File: src/shared/irq_vec_cfg.svh
// register offsets, field positions, widths and reset values of the vector block
`ifndef IRQ_VEC_CFG_SVH
`define IRQ_VEC_CFG_SVH

// register indices on the plain register port
`define OFS_PRIORITY_LEVELS_NINE 5'h09
`define OFS_VECTOR_TABLE_BASE    5'h0A
`define OFS_FAST_ZERO_MATCH      5'h0B
`define OFS_FAST_ZERO_ADDR_LOW   5'h0C
`define OFS_FAST_ZERO_ADDR_HIGH  5'h0D
`define OFS_FAST_ONE_MATCH       5'h0E
`define OFS_FAST_ONE_ADDR_LOW    5'h0F
`define OFS_FAST_ONE_ADDR_HIGH   5'h10
`define OFS_EVENT_STATUS         5'h18
`define OFS_EVENT_MASK           5'h19

// low bit of each two-bit request field in the ninth priority register
`define FLD_PWM_B_RELOAD_LO      4'h8
`define FLD_CONV_A_ZERO_LIMIT_LO 4'h6
`define FLD_CONV_B_ZERO_LIMIT_LO 4'h4
`define FLD_CONV_A_DONE_LO       4'h2
`define FLD_CONV_B_DONE_LO       4'h0

// implemented widths
`define BASE_WIDTH       13
`define MATCH_WIDTH      7
`define ADDR_LOW_WIDTH   16
`define ADDR_HIGH_WIDTH  5
`define ADDR_BUS_WIDTH   21
`define EVENT_WIDTH      3

// event status bit positions
`define EVT_FAST_ZERO    2'h0
`define EVT_FAST_ONE     2'h1
`define EVT_FAST_MISCFG  2'h2

// reset values
`define RST_REG16        16'h0000
`define RST_EVENT        3'h0

`endif

File: src/shared/irq_vec_pkg.sv
// types shared by the vector configuration block
package irq_vec_pkg;
  // two-bit request priority field encoding
  typedef enum logic [1:0] {
    LVL_OFF = 2'b00,
    LVL_0   = 2'b01,
    LVL_1   = 2'b10,
    LVL_2   = 2'b11
  } request_level_t;

  // kind of vector presented to the core
  typedef enum logic [1:0] {
    KIND_NONE      = 2'b00,
    KIND_NORMAL    = 2'b01,
    KIND_FAST_ZERO = 2'b10,
    KIND_FAST_ONE  = 2'b11
  } vector_kind_t;
endpackage

File: src/rtl/irq_priority_fast_vector.sv
// priority fields, vector base and fast vector registers with vector selection
// Overview of operation
// field 00 off, 01/10/11 levels 0..2
// these sources only reach levels 0 to 2
// pwm b reload 9-8, conv a zero 7-6
// conv b zero 5-4, done a 3-2, b 1-0
// base bits 12-0 form address top
// winner's seven-bit number, zero-padded to eight bits, appended below base
// unimplemented upper bits read zero, ignore writes
// fast zero match holds vector number 6-0
// fast one match holds 7-bit vector number
// matched fast request presents programmed fast address
// software sets fast sources to level 2
// fast request beats every other level-2 request
// fast zero served before fast one
// fast zero low register gives bits 15-0
// fast zero high register gives bits 20-16
// fast one low and high form address
// all registers reset to zero
// disabled request never arbitrates nor presents
//
// Design decision made here: strobed register access.
`include "irq_vec_cfg.svh"

module irq_priority_fast_vector #(
  parameter logic [6:0] PWM_B_RELOAD_VECTOR      = 7'h40,  // vector numbers of the
  parameter logic [6:0] CONV_A_ZERO_LIMIT_VECTOR = 7'h41,  // five sources, set at
  parameter logic [6:0] CONV_B_ZERO_LIMIT_VECTOR = 7'h42,  // integration time
  parameter logic [6:0] CONV_A_DONE_VECTOR       = 7'h43,
  parameter logic [6:0] CONV_B_DONE_VECTOR       = 7'h44
) (
  // clock and reset
  input  wire logic                              i_clk,
  input  wire logic                              i_sys_rst,
  // register port
  input  wire logic [4:0]                        i_addr,
  input  wire logic [15:0]                       i_wdata,
  input  wire logic                              i_wr,
  input  wire logic                              i_rd,
  output logic      [15:0]                       o_rdata,
  // request sources, same clock domain, level high while pending
  input  wire logic                              i_pwm_b_reload_req,
  input  wire logic                              i_conv_a_zero_limit_req,
  input  wire logic                              i_conv_b_zero_limit_req,
  input  wire logic                              i_conv_a_done_req,
  input  wire logic                              i_conv_b_done_req,
  // vector to the core
  output logic      [20:0]                       o_vector_address_bus,
  output logic                                   o_vector_valid,
  output irq_vec_pkg::request_level_t            o_vector_level,
  output irq_vec_pkg::vector_kind_t              o_vector_kind,
  // block interrupt
  output logic                                   o_int
);
  import irq_vec_pkg::*;

  localparam int NUM_SRC = 5;  // sources held in the ninth priority register

  // elaboration check: the five vector numbers must be distinct
  // checked while elaborating, so a clash never reaches simulation
  if (PWM_B_RELOAD_VECTOR == CONV_A_ZERO_LIMIT_VECTOR ||
        PWM_B_RELOAD_VECTOR == CONV_B_ZERO_LIMIT_VECTOR ||
        PWM_B_RELOAD_VECTOR == CONV_A_DONE_VECTOR ||
        PWM_B_RELOAD_VECTOR == CONV_B_DONE_VECTOR ||
        CONV_A_ZERO_LIMIT_VECTOR == CONV_B_ZERO_LIMIT_VECTOR ||
        CONV_A_ZERO_LIMIT_VECTOR == CONV_A_DONE_VECTOR ||
        CONV_A_ZERO_LIMIT_VECTOR == CONV_B_DONE_VECTOR ||
        CONV_B_ZERO_LIMIT_VECTOR == CONV_A_DONE_VECTOR ||
        CONV_B_ZERO_LIMIT_VECTOR == CONV_B_DONE_VECTOR ||
        CONV_A_DONE_VECTOR == CONV_B_DONE_VECTOR) begin
    $error("source vector numbers must be distinct");
  end

  // pick a two-bit level field out of the priority register
  function automatic request_level_t field_level(input logic [15:0] reg_val,
                                                 input logic [3:0]  lo);
    logic [15:0] shifted;
    shifted = reg_val >> lo;
    return request_level_t'(shifted[1:0]);
  endfunction

  // software registers
  logic [15:0]                      priority_levels_nine;  // whole word, all fields rw
  logic [`BASE_WIDTH-1:0]           vector_table_base;     // jump table base
  logic [`MATCH_WIDTH-1:0]          fast_zero_match;       // fast zero vector number
  logic [`ADDR_LOW_WIDTH-1:0]       fast_zero_addr_low;    // fast zero address 15-0
  logic [`ADDR_HIGH_WIDTH-1:0]      fast_zero_addr_high;   // fast zero address 20-16
  logic [`MATCH_WIDTH-1:0]          fast_one_match;        // fast one vector number
  logic [`ADDR_LOW_WIDTH-1:0]       fast_one_addr_low;     // fast one address 15-0
  logic [`ADDR_HIGH_WIDTH-1:0]      fast_one_addr_high;    // fast one address 20-16
  logic [`EVENT_WIDTH-1:0]          event_status;          // sticky events
  logic [`EVENT_WIDTH-1:0]          event_mask;            // event enables

  // per-source views
  logic [NUM_SRC-1:0]               src_req;               // request levels
  request_level_t                   src_lvl [NUM_SRC];     // decoded fields
  logic [`MATCH_WIDTH-1:0]          src_vec [NUM_SRC];     // vector numbers

  // arbitration results
  logic                             next_valid;            // some request wins
  request_level_t                   next_level;            // winner's level
  vector_kind_t                     next_kind;             // winner's vector kind
  logic [`ADDR_BUS_WIDTH-1:0]       next_address;          // address for the core
  logic [`EVENT_WIDTH-1:0]          event_hit;             // events this cycle

  // write decode helpers
  logic                             wr_prio;
  logic                             wr_base;
  logic                             wr_fz_match;
  logic                             wr_fz_low;
  logic                             wr_fz_high;
  logic                             wr_fo_match;
  logic                             wr_fo_low;
  logic                             wr_fo_high;
  logic                             wr_status;
  logic                             wr_mask;

  // source table, order fixed by register layout
  always_comb begin
    src_req[0] = i_pwm_b_reload_req;
    src_req[1] = i_conv_a_zero_limit_req;
    src_req[2] = i_conv_b_zero_limit_req;
    src_req[3] = i_conv_a_done_req;
    src_req[4] = i_conv_b_done_req;
    src_lvl[0] = field_level(priority_levels_nine, `FLD_PWM_B_RELOAD_LO);
    src_lvl[1] = field_level(priority_levels_nine, `FLD_CONV_A_ZERO_LIMIT_LO);
    src_lvl[2] = field_level(priority_levels_nine, `FLD_CONV_B_ZERO_LIMIT_LO);
    src_lvl[3] = field_level(priority_levels_nine, `FLD_CONV_A_DONE_LO);
    src_lvl[4] = field_level(priority_levels_nine, `FLD_CONV_B_DONE_LO);
    src_vec[0] = PWM_B_RELOAD_VECTOR;
    src_vec[1] = CONV_A_ZERO_LIMIT_VECTOR;
    src_vec[2] = CONV_B_ZERO_LIMIT_VECTOR;
    src_vec[3] = CONV_A_DONE_VECTOR;
    src_vec[4] = CONV_B_DONE_VECTOR;
  end

  // address decode for writes
  always_comb begin
    wr_prio     = i_wr && (i_addr == `OFS_PRIORITY_LEVELS_NINE);
    wr_base     = i_wr && (i_addr == `OFS_VECTOR_TABLE_BASE);
    wr_fz_match = i_wr && (i_addr == `OFS_FAST_ZERO_MATCH);
    wr_fz_low   = i_wr && (i_addr == `OFS_FAST_ZERO_ADDR_LOW);
    wr_fz_high  = i_wr && (i_addr == `OFS_FAST_ZERO_ADDR_HIGH);
    wr_fo_match = i_wr && (i_addr == `OFS_FAST_ONE_MATCH);
    wr_fo_low   = i_wr && (i_addr == `OFS_FAST_ONE_ADDR_LOW);
    wr_fo_high  = i_wr && (i_addr == `OFS_FAST_ONE_ADDR_HIGH);
    wr_status   = i_wr && (i_addr == `OFS_EVENT_STATUS);
    wr_mask     = i_wr && (i_addr == `OFS_EVENT_MASK);
  end

  // priority register, all fields cleared at reset
  always_ff @(posedge i_clk) begin
    if (i_sys_rst) begin
      priority_levels_nine <= `RST_REG16;
    end else if (wr_prio) begin
      priority_levels_nine <= i_wdata;
    end
  end

  // vector base, upper bits not stored
  always_ff @(posedge i_clk) begin
    if (i_sys_rst) begin
      vector_table_base <= `BASE_WIDTH'(`RST_REG16);
    end else if (wr_base) begin
      vector_table_base <= i_wdata[`BASE_WIDTH-1:0];
    end
  end

  // fast interrupt zero registers
  always_ff @(posedge i_clk) begin
    if (i_sys_rst) begin
      fast_zero_match     <= `MATCH_WIDTH'(`RST_REG16);
      fast_zero_addr_low  <= `RST_REG16;
      fast_zero_addr_high <= `ADDR_HIGH_WIDTH'(`RST_REG16);
    end else begin
      if (wr_fz_match) begin
        fast_zero_match <= i_wdata[`MATCH_WIDTH-1:0];
      end
      if (wr_fz_low) begin
        fast_zero_addr_low <= i_wdata;
      end
      if (wr_fz_high) begin
        fast_zero_addr_high <= i_wdata[`ADDR_HIGH_WIDTH-1:0];
      end
    end
  end

  // fast interrupt one registers
  always_ff @(posedge i_clk) begin
    if (i_sys_rst) begin
      fast_one_match     <= `MATCH_WIDTH'(`RST_REG16);
      fast_one_addr_low  <= `RST_REG16;
      fast_one_addr_high <= `ADDR_HIGH_WIDTH'(`RST_REG16);
    end else begin
      if (wr_fo_match) begin
        fast_one_match <= i_wdata[`MATCH_WIDTH-1:0];
      end
      if (wr_fo_low) begin
        fast_one_addr_low <= i_wdata;
      end
      if (wr_fo_high) begin
        fast_one_addr_high <= i_wdata[`ADDR_HIGH_WIDTH-1:0];
      end
    end
  end

  // arbitration: level first, then fast zero, fast one, then lowest vector
  always_comb begin
    logic [3:0]              best_key;
    logic [3:0]              key;
    logic [`MATCH_WIDTH-1:0] best_vec;
    logic                    is_fz;
    logic                    is_fo;
    best_key     = 4'h0;
    key          = 4'h0;
    best_vec     = `MATCH_WIDTH'(`RST_REG16);
    is_fz        = 1'b0;
    is_fo        = 1'b0;
    next_valid   = 1'b0;
    next_level   = LVL_OFF;
    next_kind    = KIND_NONE;
    event_hit    = `RST_EVENT;
    for (int i = 0; i < NUM_SRC; i++) begin
      is_fz = (src_vec[i] == fast_zero_match);
      is_fo = (src_vec[i] == fast_one_match);
      // fast bits only count at level 2, where they lift above other level 2
      key = {src_lvl[i], (src_lvl[i] == LVL_2) && is_fz,
             (src_lvl[i] == LVL_2) && is_fo && !is_fz};
      // a requesting fast source at level 0 or 1 is flagged as misconfigured
      if (src_req[i] && (src_lvl[i] != LVL_OFF) && (src_lvl[i] != LVL_2)
          && (is_fz || is_fo)) begin
        event_hit[`EVT_FAST_MISCFG] = 1'b1;
      end
      if (src_req[i] && (src_lvl[i] != LVL_OFF)) begin
        if (!next_valid || (key > best_key) ||
            ((key == best_key) && (src_vec[i] < best_vec))) begin
          next_valid = 1'b1;
          best_key   = key;
          best_vec   = src_vec[i];
          next_level = src_lvl[i];
        end
      end
    end
    if (next_valid) begin
      if (best_key[1]) begin
        next_kind = KIND_FAST_ZERO;
      end else if (best_key[0]) begin
        next_kind = KIND_FAST_ONE;
      end else begin
        next_kind = KIND_NORMAL;
      end
    end
    // form the address for the chosen kind
    unique case (next_kind)
      KIND_FAST_ZERO: next_address = {fast_zero_addr_high, fast_zero_addr_low};
      KIND_FAST_ONE:  next_address = {fast_one_addr_high, fast_one_addr_low};
      KIND_NORMAL:    next_address = {vector_table_base, 1'b0, best_vec};
      KIND_NONE:      next_address = `ADDR_BUS_WIDTH'(`RST_REG16);
    endcase
    event_hit[`EVT_FAST_ZERO] = (next_kind == KIND_FAST_ZERO);
    event_hit[`EVT_FAST_ONE]  = (next_kind == KIND_FAST_ONE);
  end

  // vector outputs to the core, registered
  always_ff @(posedge i_clk) begin
    if (i_sys_rst) begin
      o_vector_address_bus <= `ADDR_BUS_WIDTH'(`RST_REG16);
      o_vector_valid       <= 1'b0;
      o_vector_level       <= LVL_OFF;
      o_vector_kind        <= KIND_NONE;
    end else begin
      o_vector_address_bus <= next_address;
      o_vector_valid       <= next_valid;
      o_vector_level       <= next_level;
      o_vector_kind        <= next_kind;
    end
  end

  // sticky event status, write one to clear, a new event wins
  always_ff @(posedge i_clk) begin
    if (i_sys_rst) begin
      event_status <= `RST_EVENT;
    end else if (wr_status) begin
      event_status <= (event_status & ~i_wdata[`EVENT_WIDTH-1:0]) | event_hit;
    end else begin
      event_status <= event_status | event_hit;
    end
  end

  // event mask register
  always_ff @(posedge i_clk) begin
    if (i_sys_rst) begin
      event_mask <= `RST_EVENT;
    end else if (wr_mask) begin
      event_mask <= i_wdata[`EVENT_WIDTH-1:0];
    end
  end

  // interrupt level from the registered status and mask
  always_comb begin
    o_int = |(event_status & event_mask);
  end

  // read data, one cycle after the strobe, zero elsewhere
  always_ff @(posedge i_clk) begin
    if (i_sys_rst) begin
      o_rdata <= `RST_REG16;
    end else if (i_rd) begin
      unique case (i_addr)
        `OFS_PRIORITY_LEVELS_NINE: o_rdata <= priority_levels_nine;
        `OFS_VECTOR_TABLE_BASE:    o_rdata <= 16'(vector_table_base);
        `OFS_FAST_ZERO_MATCH:      o_rdata <= 16'(fast_zero_match);
        `OFS_FAST_ZERO_ADDR_LOW:   o_rdata <= fast_zero_addr_low;
        `OFS_FAST_ZERO_ADDR_HIGH:  o_rdata <= 16'(fast_zero_addr_high);
        `OFS_FAST_ONE_MATCH:       o_rdata <= 16'(fast_one_match);
        `OFS_FAST_ONE_ADDR_LOW:    o_rdata <= fast_one_addr_low;
        `OFS_FAST_ONE_ADDR_HIGH:   o_rdata <= 16'(fast_one_addr_high);
        `OFS_EVENT_STATUS:         o_rdata <= 16'(event_status);
        `OFS_EVENT_MASK:           o_rdata <= 16'(event_mask);
        default:                   o_rdata <= `RST_REG16;  // unmapped reads zero
      endcase
    end else begin
      o_rdata <= `RST_REG16;
    end
  end

endmodule

File: config.mk
export PLATFORM = sky130hd
export DESIGN_NAME = irq_priority_fast_vector
export DESIGN_NICKNAME = d
export VERILOG_FILES = /design/src/shared/irq_vec_pkg.sv /design/src/rtl/irq_priority_fast_vector.sv
export VERILOG_INCLUDE_DIRS = /design/src /design/src/shared
export SDC_FILE = /design/constraint.sdc
export NUM_CORES = 1
export LEC_CHECK = 0
export BUFFER_PORTS_ARGS = -buffer_cell sky130_fd_sc_hd__buf_2
export CAP_MARGIN = 25
export CELL_PAD_IN_SITES_DETAIL_PLACEMENT = 2
export CELL_PAD_IN_SITES_GLOBAL_PLACEMENT = 2
export CORE_ASPECT_RATIO = 0.7
export CORE_MARGIN = 2
export CORE_UTILIZATION = 34
export CTS_CLUSTER_SIZE = 28
export DETAILED_ROUTE_END_ITERATION = 6
export PLACE_DENSITY_LB_ADDON = 0.05
export SYNTH_ARGS = -nofsm -noshare
export SYNTH_HDL_FRONTEND = slang
export SYNTH_SLANG_ARGS = --single-unit
File: constraint.sdc
create_clock -name i_clk -period 7.8 [get_ports i_clk]
set_input_delay 0.39 -clock i_clk [delete_from_list [all_inputs] [get_ports i_clk]]
set_output_delay 0.39 -clock i_clk [all_outputs]
set_load 0.005 [all_outputs]
==> Flow_metrics.wiki <==
{| class="wikitable"
! Metric !! Value
|-
| HPWL reported at the end of detailed placement || 18.5 mm
|-
| Max-slew headroom || 27.3%
|-
| Total GRT Usage || 27.3%
|-
| Startpoint of the worst-slack reg-to-reg timing path || fast_zero_match[3]$_SDFFE_PP0P_
|-
| Combinational family with the most area after synthesis || simple AND/OR/NAND/NOR gates
|-
| FFs w/ async S/R, synth || 0%
|-
| Number of fill cells || 2076
|-
| Simple-gate share of the synthesized area || 24.2%
|-
| Critical path arrival || 7.81 ns
|-
| Endpoint of the worst hold path || priority_levels_nine[15]$_SDFFE_PP0P_
|-
| Largest clock skew in the final design || 0.0153 ns
|-
| Gate count after technology mapping || 805
|-
| Power density over the cells || 199 nW/µm²
|-
| Combinational power share || 5.0%
|-
| Cell chosen for the clock root || sky130_fd_sc_hd__clkbuf_16
|-
| Final antenna diode count || 0
|-
| Share of layout cells above drive strength 1 || 17.7%
|-
| Clock latency on the worst-skew pair || 0.43 ns
|-
| Switching part of the total power || 26.0%
|-
| Maximum clock frequency || 0.133 GHz
|-
| Clk network pwr share || 49.6%
|-
| Avg WL per Cell || 24.3 µm
|-
| Compound-gate portion of the synthesized area || 20.6%
|-
| Std-Cell Rows || 41
|-
| Max-cap violation count || 0
|-
| Post-detailed-routing wire length || 26.8 mm
|-
| Core area || 18200 µm²
|-
| Horiz. Die Dim || 168 µm
|-
| Maximum level of the CTS H-tree || 4
|-
| Worst-Margin Slew || 1.09 ns
|-
| Setup Viol. Count Final || 0
|-
| Total number of nets in the final design || 901
|-
| Post-synthesis sequential area ratio || 41.8%
|-
| Violated checks || design-rule violations
|-
| WP buf/inv || 2
|-
| Number of top-level pins || 73
|-
| Multiplexer fraction of the synthesized cell area || 5.58%
|-
| Launch point of the worst hold path || i_wdata[15]
|-
| Biggest area contributors in the synthesized netlist || sky130_fd_sc_hd__dfxtp_1 42%, sky130_fd_sc_hd__nand2_1 12%, sky130_fd_sc_hd__a21oi_1 7.0%, sky130_fd_sc_hd__mux2i_1 4.9%, sky130_fd_sc_hd__ha_1 3.1%
|-
| Max stage delay cell, worst path || sky130_fd_sc_hd__or4b_4
|-
| Top FF cell, synth || sky130_fd_sc_hd__dfxtp_1
|-
| Instance count after placement with tap cells included || 1067
|-
| WS Path Type || register to register
|-
| Initial standard-cell utilization of the core || 35.0%
|-
| Delay of the slowest cell on the worst path || 0.63 ns
|-
| Count of clock tree sinks || 133
|-
| VDD IR-drop max || 0.000123 V
|-
| Synthesized area || 6360 µm²
|-
| Share of Yosys cell area claimed by the top area cell type || 41.8%
|-
| Final Slew Violations || 0
|-
| Setup slack after placement || -0.633 ns
|-
| Hold Path Class || input port to register
|-
| Wire length of the first global-routing pass || 41.1 mm
|-
| Setup slack, reg-to-reg || 0.30 ns
|-
| Total power of the final layout || 1.51 mW
|-
| Critical path endpoint category || register
|-
| Vias || 6510
|-
| Setup TNS || 0 ns
|-
| Share of the clock period used by the worst path || 96.2%
|-
| Sw Pwr || 393 µW
|-
| TritonCTS clock tree || yes
|-
| Cell count of the worst hold path || 3
|-
| Post-synthesis register bit count || 133
|-
| Cell-internal power || 1.12 mW
|-
| Die area || 19800 µm²
|-
| Sequential fraction of design power || 45.4%
|-
| Warning count from the yosys run || 0
|-
| Unique cell type count in the Yosys netlist || 64
|-
| Final Worst Setup Slack || 0.298 ns
|-
| Area Growth Syn to Fin || 19.6%
|-
| Leak pwr || 2.77 nW
|-
| DRC Markers || 4
|-
| Reg2reg path depth || 31
|-
| Number of antenna violations at the first check in global routing || 0
|-
| Yosys top cell by area || sky130_fd_sc_hd__dfxtp_1
|-
| Worst reg2reg path endpoint || o_vector_address_bus[2]$_SDFF_PP0_
|-
| DRC marker count from the first detailed-route iteration || 513
|-
| Number of buffers inserted during clock tree synthesis || 17
|-
| Maximum fanout along the worst path || 21
|-
| Mean instance size in the synthesized netlist || 7.91 µm²
|-
| Number of nets in the synthesized netlist || 851
|-
| Share of synthesized cell area in full adder, half adder and majority cells || 3.15%
|-
| Area share of xor/xnor cells in the synthesized design || 0.413%
|-
| Number of buffers added on ports || 72
|-
| Number of global-route vias before repair || 6840
|-
| Number of nets with antenna violations after detailed routing || 0
|-
| Overflow left after global routing || 0
|-
| Height of the die || 118 µm
|-
| Worst Path Required || 8.11 ns
|-
| Post-synth EDFFs || 0
|-
| Clock buffer depth || 2
|-
| Largest delay contributor family on the critical path || compound AO/OA/AOI/OAI gates
|-
| Status || finished, violations left
|-
| Most common cell type on the critical path || sky130_fd_sc_hd__ha_1
|-
| Maximum number of pins on one net before global-route repair || 69
|-
| Count of placed standard cells in the final layout, fillers left out || 1104
|-
| Post-Route Utilization || 41.9%
|-
| Hold Vio Cnt, Final || 0
|-
| Final RePlAce weighted congestion || 0.801
|-
| First drt pass iteration count || 7
|-
| Final worst path period need || 7.50 ns
|-
| CTS clock-pin slew for the worst setup and hold paths || 0.06 ns
|-
| Number of vias per cell || 5.90
|-
| Critical Path Source Type || register
|}
## worst min-delay path, delay by kind of cell
family | cells | cell delay, ns
AOI/OAI and AO/OA | 1 | 0.05
buffers and inverters | 1 | 0.12
and+or+nand+nor | 1 | 0.05
## what timing repair did
| item | 4_1_cts | 5_1_grt |
|---|---|---|
| gates resized for setup | 12 | 15 |
| pin swaps | 0 | 3 |
| buffers inserted | 0 | 3 |
| endpoints found under the setup margin | 25 | 25 |
| hold buffers | 0 | 0 |
## worst max path at each step
stage / from / to / slack, ns / cells after the start
final: fast_zero_match[3]$_SDFFE_PP0P_ / o_vector_address_bus[2]$_SDFF_PP0_ / 0.30 / 31
after detailed placement: fast_zero_match[3]$_SDFFE_PP0P_ / o_vector_address_bus[2]$_SDFF_PP0_ / -0.63 / 31
after CTS: fast_zero_match[3]$_SDFFE_PP0P_ / o_vector_address_bus[2]$_SDFF_PP0_ / 0.06 / 32
after floorplan: fast_zero_match[3]$_SDFFE_PP0P_ / o_vector_address_bus[1]$_SDFF_PP0_ / 0.83 / 33
after global placement: fast_zero_match[3]$_SDFFE_PP0P_ / o_vector_address_bus[2]$_SDFF_PP0_ / 0.31 / 31
after global routing: fast_zero_match[3]$_SDFFE_PP0P_ / o_vector_address_bus[2]$_SDFF_PP0_ / -0.09 / 31
## registers in the layout (all words and copies together), names as in the netlist
register / count
priority_levels_nine: 16
o_vector_kind: 2
event_mask: 3
o_vector_level: 2
o_rdata: 16
fast_one_addr_high: 5
o_vector_address_bus: 21
vector_table_base: 13
fast_zero_addr_low: 16
fast_zero_addr_high: 5
fast_one_match: 7
fast_one_addr_low: 16
o_vector_valid: 1
fast_zero_match: 7
event_status: 3
## per-stage QoR
stage          cell area, µm²  hold WS (ns)
6_report                 7610         0.220
5_1_grt                  7610         0.222
3_5_place_dp             6920         0.455
2_1_floorplan            6360         0.436
3_3_place_gp             6920         0.451
4_1_cts                  7490         0.211
## cell usage after synthesis, drive strengths merged (7+ instances only)
| cell | n |
|---|---|
| nand2 | 200 |
| dfxtp | 133 |
| a21oi | 89 |
| clkbuf | 48 |
| nor2 | 45 |
| nand3 | 33 |
| mux2i | 31 |
| o21ai | 30 |
| a31oi | 24 |
| ha | 16 |
| a222oi | 12 |
| buf | 12 |
| and2 | 8 |
| and3 | 7 |
| nand2b | 7 |
| nor2b | 7 |
| o21a | 7 |
## power groups by stage
stage               clock network, mW  registers, mW  logic (mW)
floorplan                           0          0.701      0.0399
global placement                    0          0.703      0.0699
detailed placement                  0          0.703      0.0724
CTS                             0.761          0.688      0.0733
global route                    0.792          0.688      0.0808
finish                          0.751          0.688      0.0750
## placed cells by master, fill, tap and decap left out, types with 3 or more instances in the layout
| master | count |
|---|---|
| sky130_fd_sc_hd__nand4_1 | 6 |
| sky130_fd_sc_hd__nor2_1 | 44 |
| sky130_fd_sc_hd__nand2_1 | 200 |
| sky130_fd_sc_hd__buf_2 | 71 |
| sky130_fd_sc_hd__inv_1 | 6 |
| sky130_fd_sc_hd__and3_1 | 7 |
| sky130_fd_sc_hd__a31oi_1 | 21 |
| sky130_fd_sc_hd__and2_1 | 8 |
| sky130_fd_sc_hd__clkinvlp_4 | 3 |
| sky130_fd_sc_hd__nand3_1 | 33 |
| sky130_fd_sc_hd__nor3b_1 | 4 |
| sky130_fd_sc_hd__xor2_1 | 3 |
| sky130_fd_sc_hd__clkbuf_16 | 17 |
| sky130_fd_sc_hd__dfxtp_1 | 133 |
| sky130_fd_sc_hd__nor2b_1 | 6 |
| sky130_fd_sc_hd__a32oi_1 | 5 |
| sky130_fd_sc_hd__a22oi_1 | 4 |
| sky130_fd_sc_hd__mux2i_1 | 30 |
| sky130_fd_sc_hd__a222oi_1 | 12 |
| sky130_fd_sc_hd__a21oi_1 | 89 |
| sky130_fd_sc_hd__clkinv_4 | 3 |
| sky130_fd_sc_hd__mux2_2 | 4 |
| sky130_fd_sc_hd__or3_1 | 4 |
| sky130_fd_sc_hd__o21a_1 | 7 |
| sky130_fd_sc_hd__nand2b_1 | 7 |
| sky130_fd_sc_hd__a22o_1 | 3 |
| sky130_fd_sc_hd__ha_1 | 16 |
| sky130_fd_sc_hd__clkinv_2 | 3 |
| sky130_fd_sc_hd__o21ai_0 | 25 |
| sky130_fd_sc_hd__nor3_1 | 4 |
| sky130_fd_sc_hd__o21ai_2 | 5 |
| sky130_fd_sc_hd__a221oi_1 | 5 |
| sky130_fd_sc_hd__buf_4 | 16 |
| sky130_fd_sc_hd__inv_6 | 4 |
| sky130_fd_sc_hd__a211oi_1 | 4 |
| sky130_fd_sc_hd__o22ai_1 | 6 |
## final cells by class
class / count / area (µm²) / share of cell area (%)
clock buffer: 19 / 443 / 5.82
clock inverter: 13 / 98.8 / 1.30
inverter: 6 / 22.5 / 0.296
multi-input combinational: 606 / 3550 / 46.6
sequential: 133 / 2660 / 35.0
tap: 236 / 295 / 3.88
timing repair buffer: 91 / 542 / 7.12
## routing by layer
layer | up-vias | share of wire, % | global-route usage, %
met2 | 205 | 45 | 42.6
met1 | 3333 | 49 | 39.5
met4 | 0 | 0.80 | 5.65
met3 | 18 | 5.6 | 4.59
li1 | 2954 | - | -
met5 | - | 0 | 0
## cell families (layout without fill, tap and decap cells)
| kind of cell | after synthesis | count (layout) |
|---|---|---|
| AND/OR/NAND/NOR | 344 | 344 |
| XOR/XNOR | 3 | 3 |
| adder cells (fa/ha/maj) | 16 | 16 |
| multiplexers | 35 | 35 |
| flip-flops | 133 | 133 |
| buffers and inverters | 66 | 129 |
| AO/OA/AOI/OAI | 208 | 208 |
Note: power is estimated with default switching activity, not from simulation.
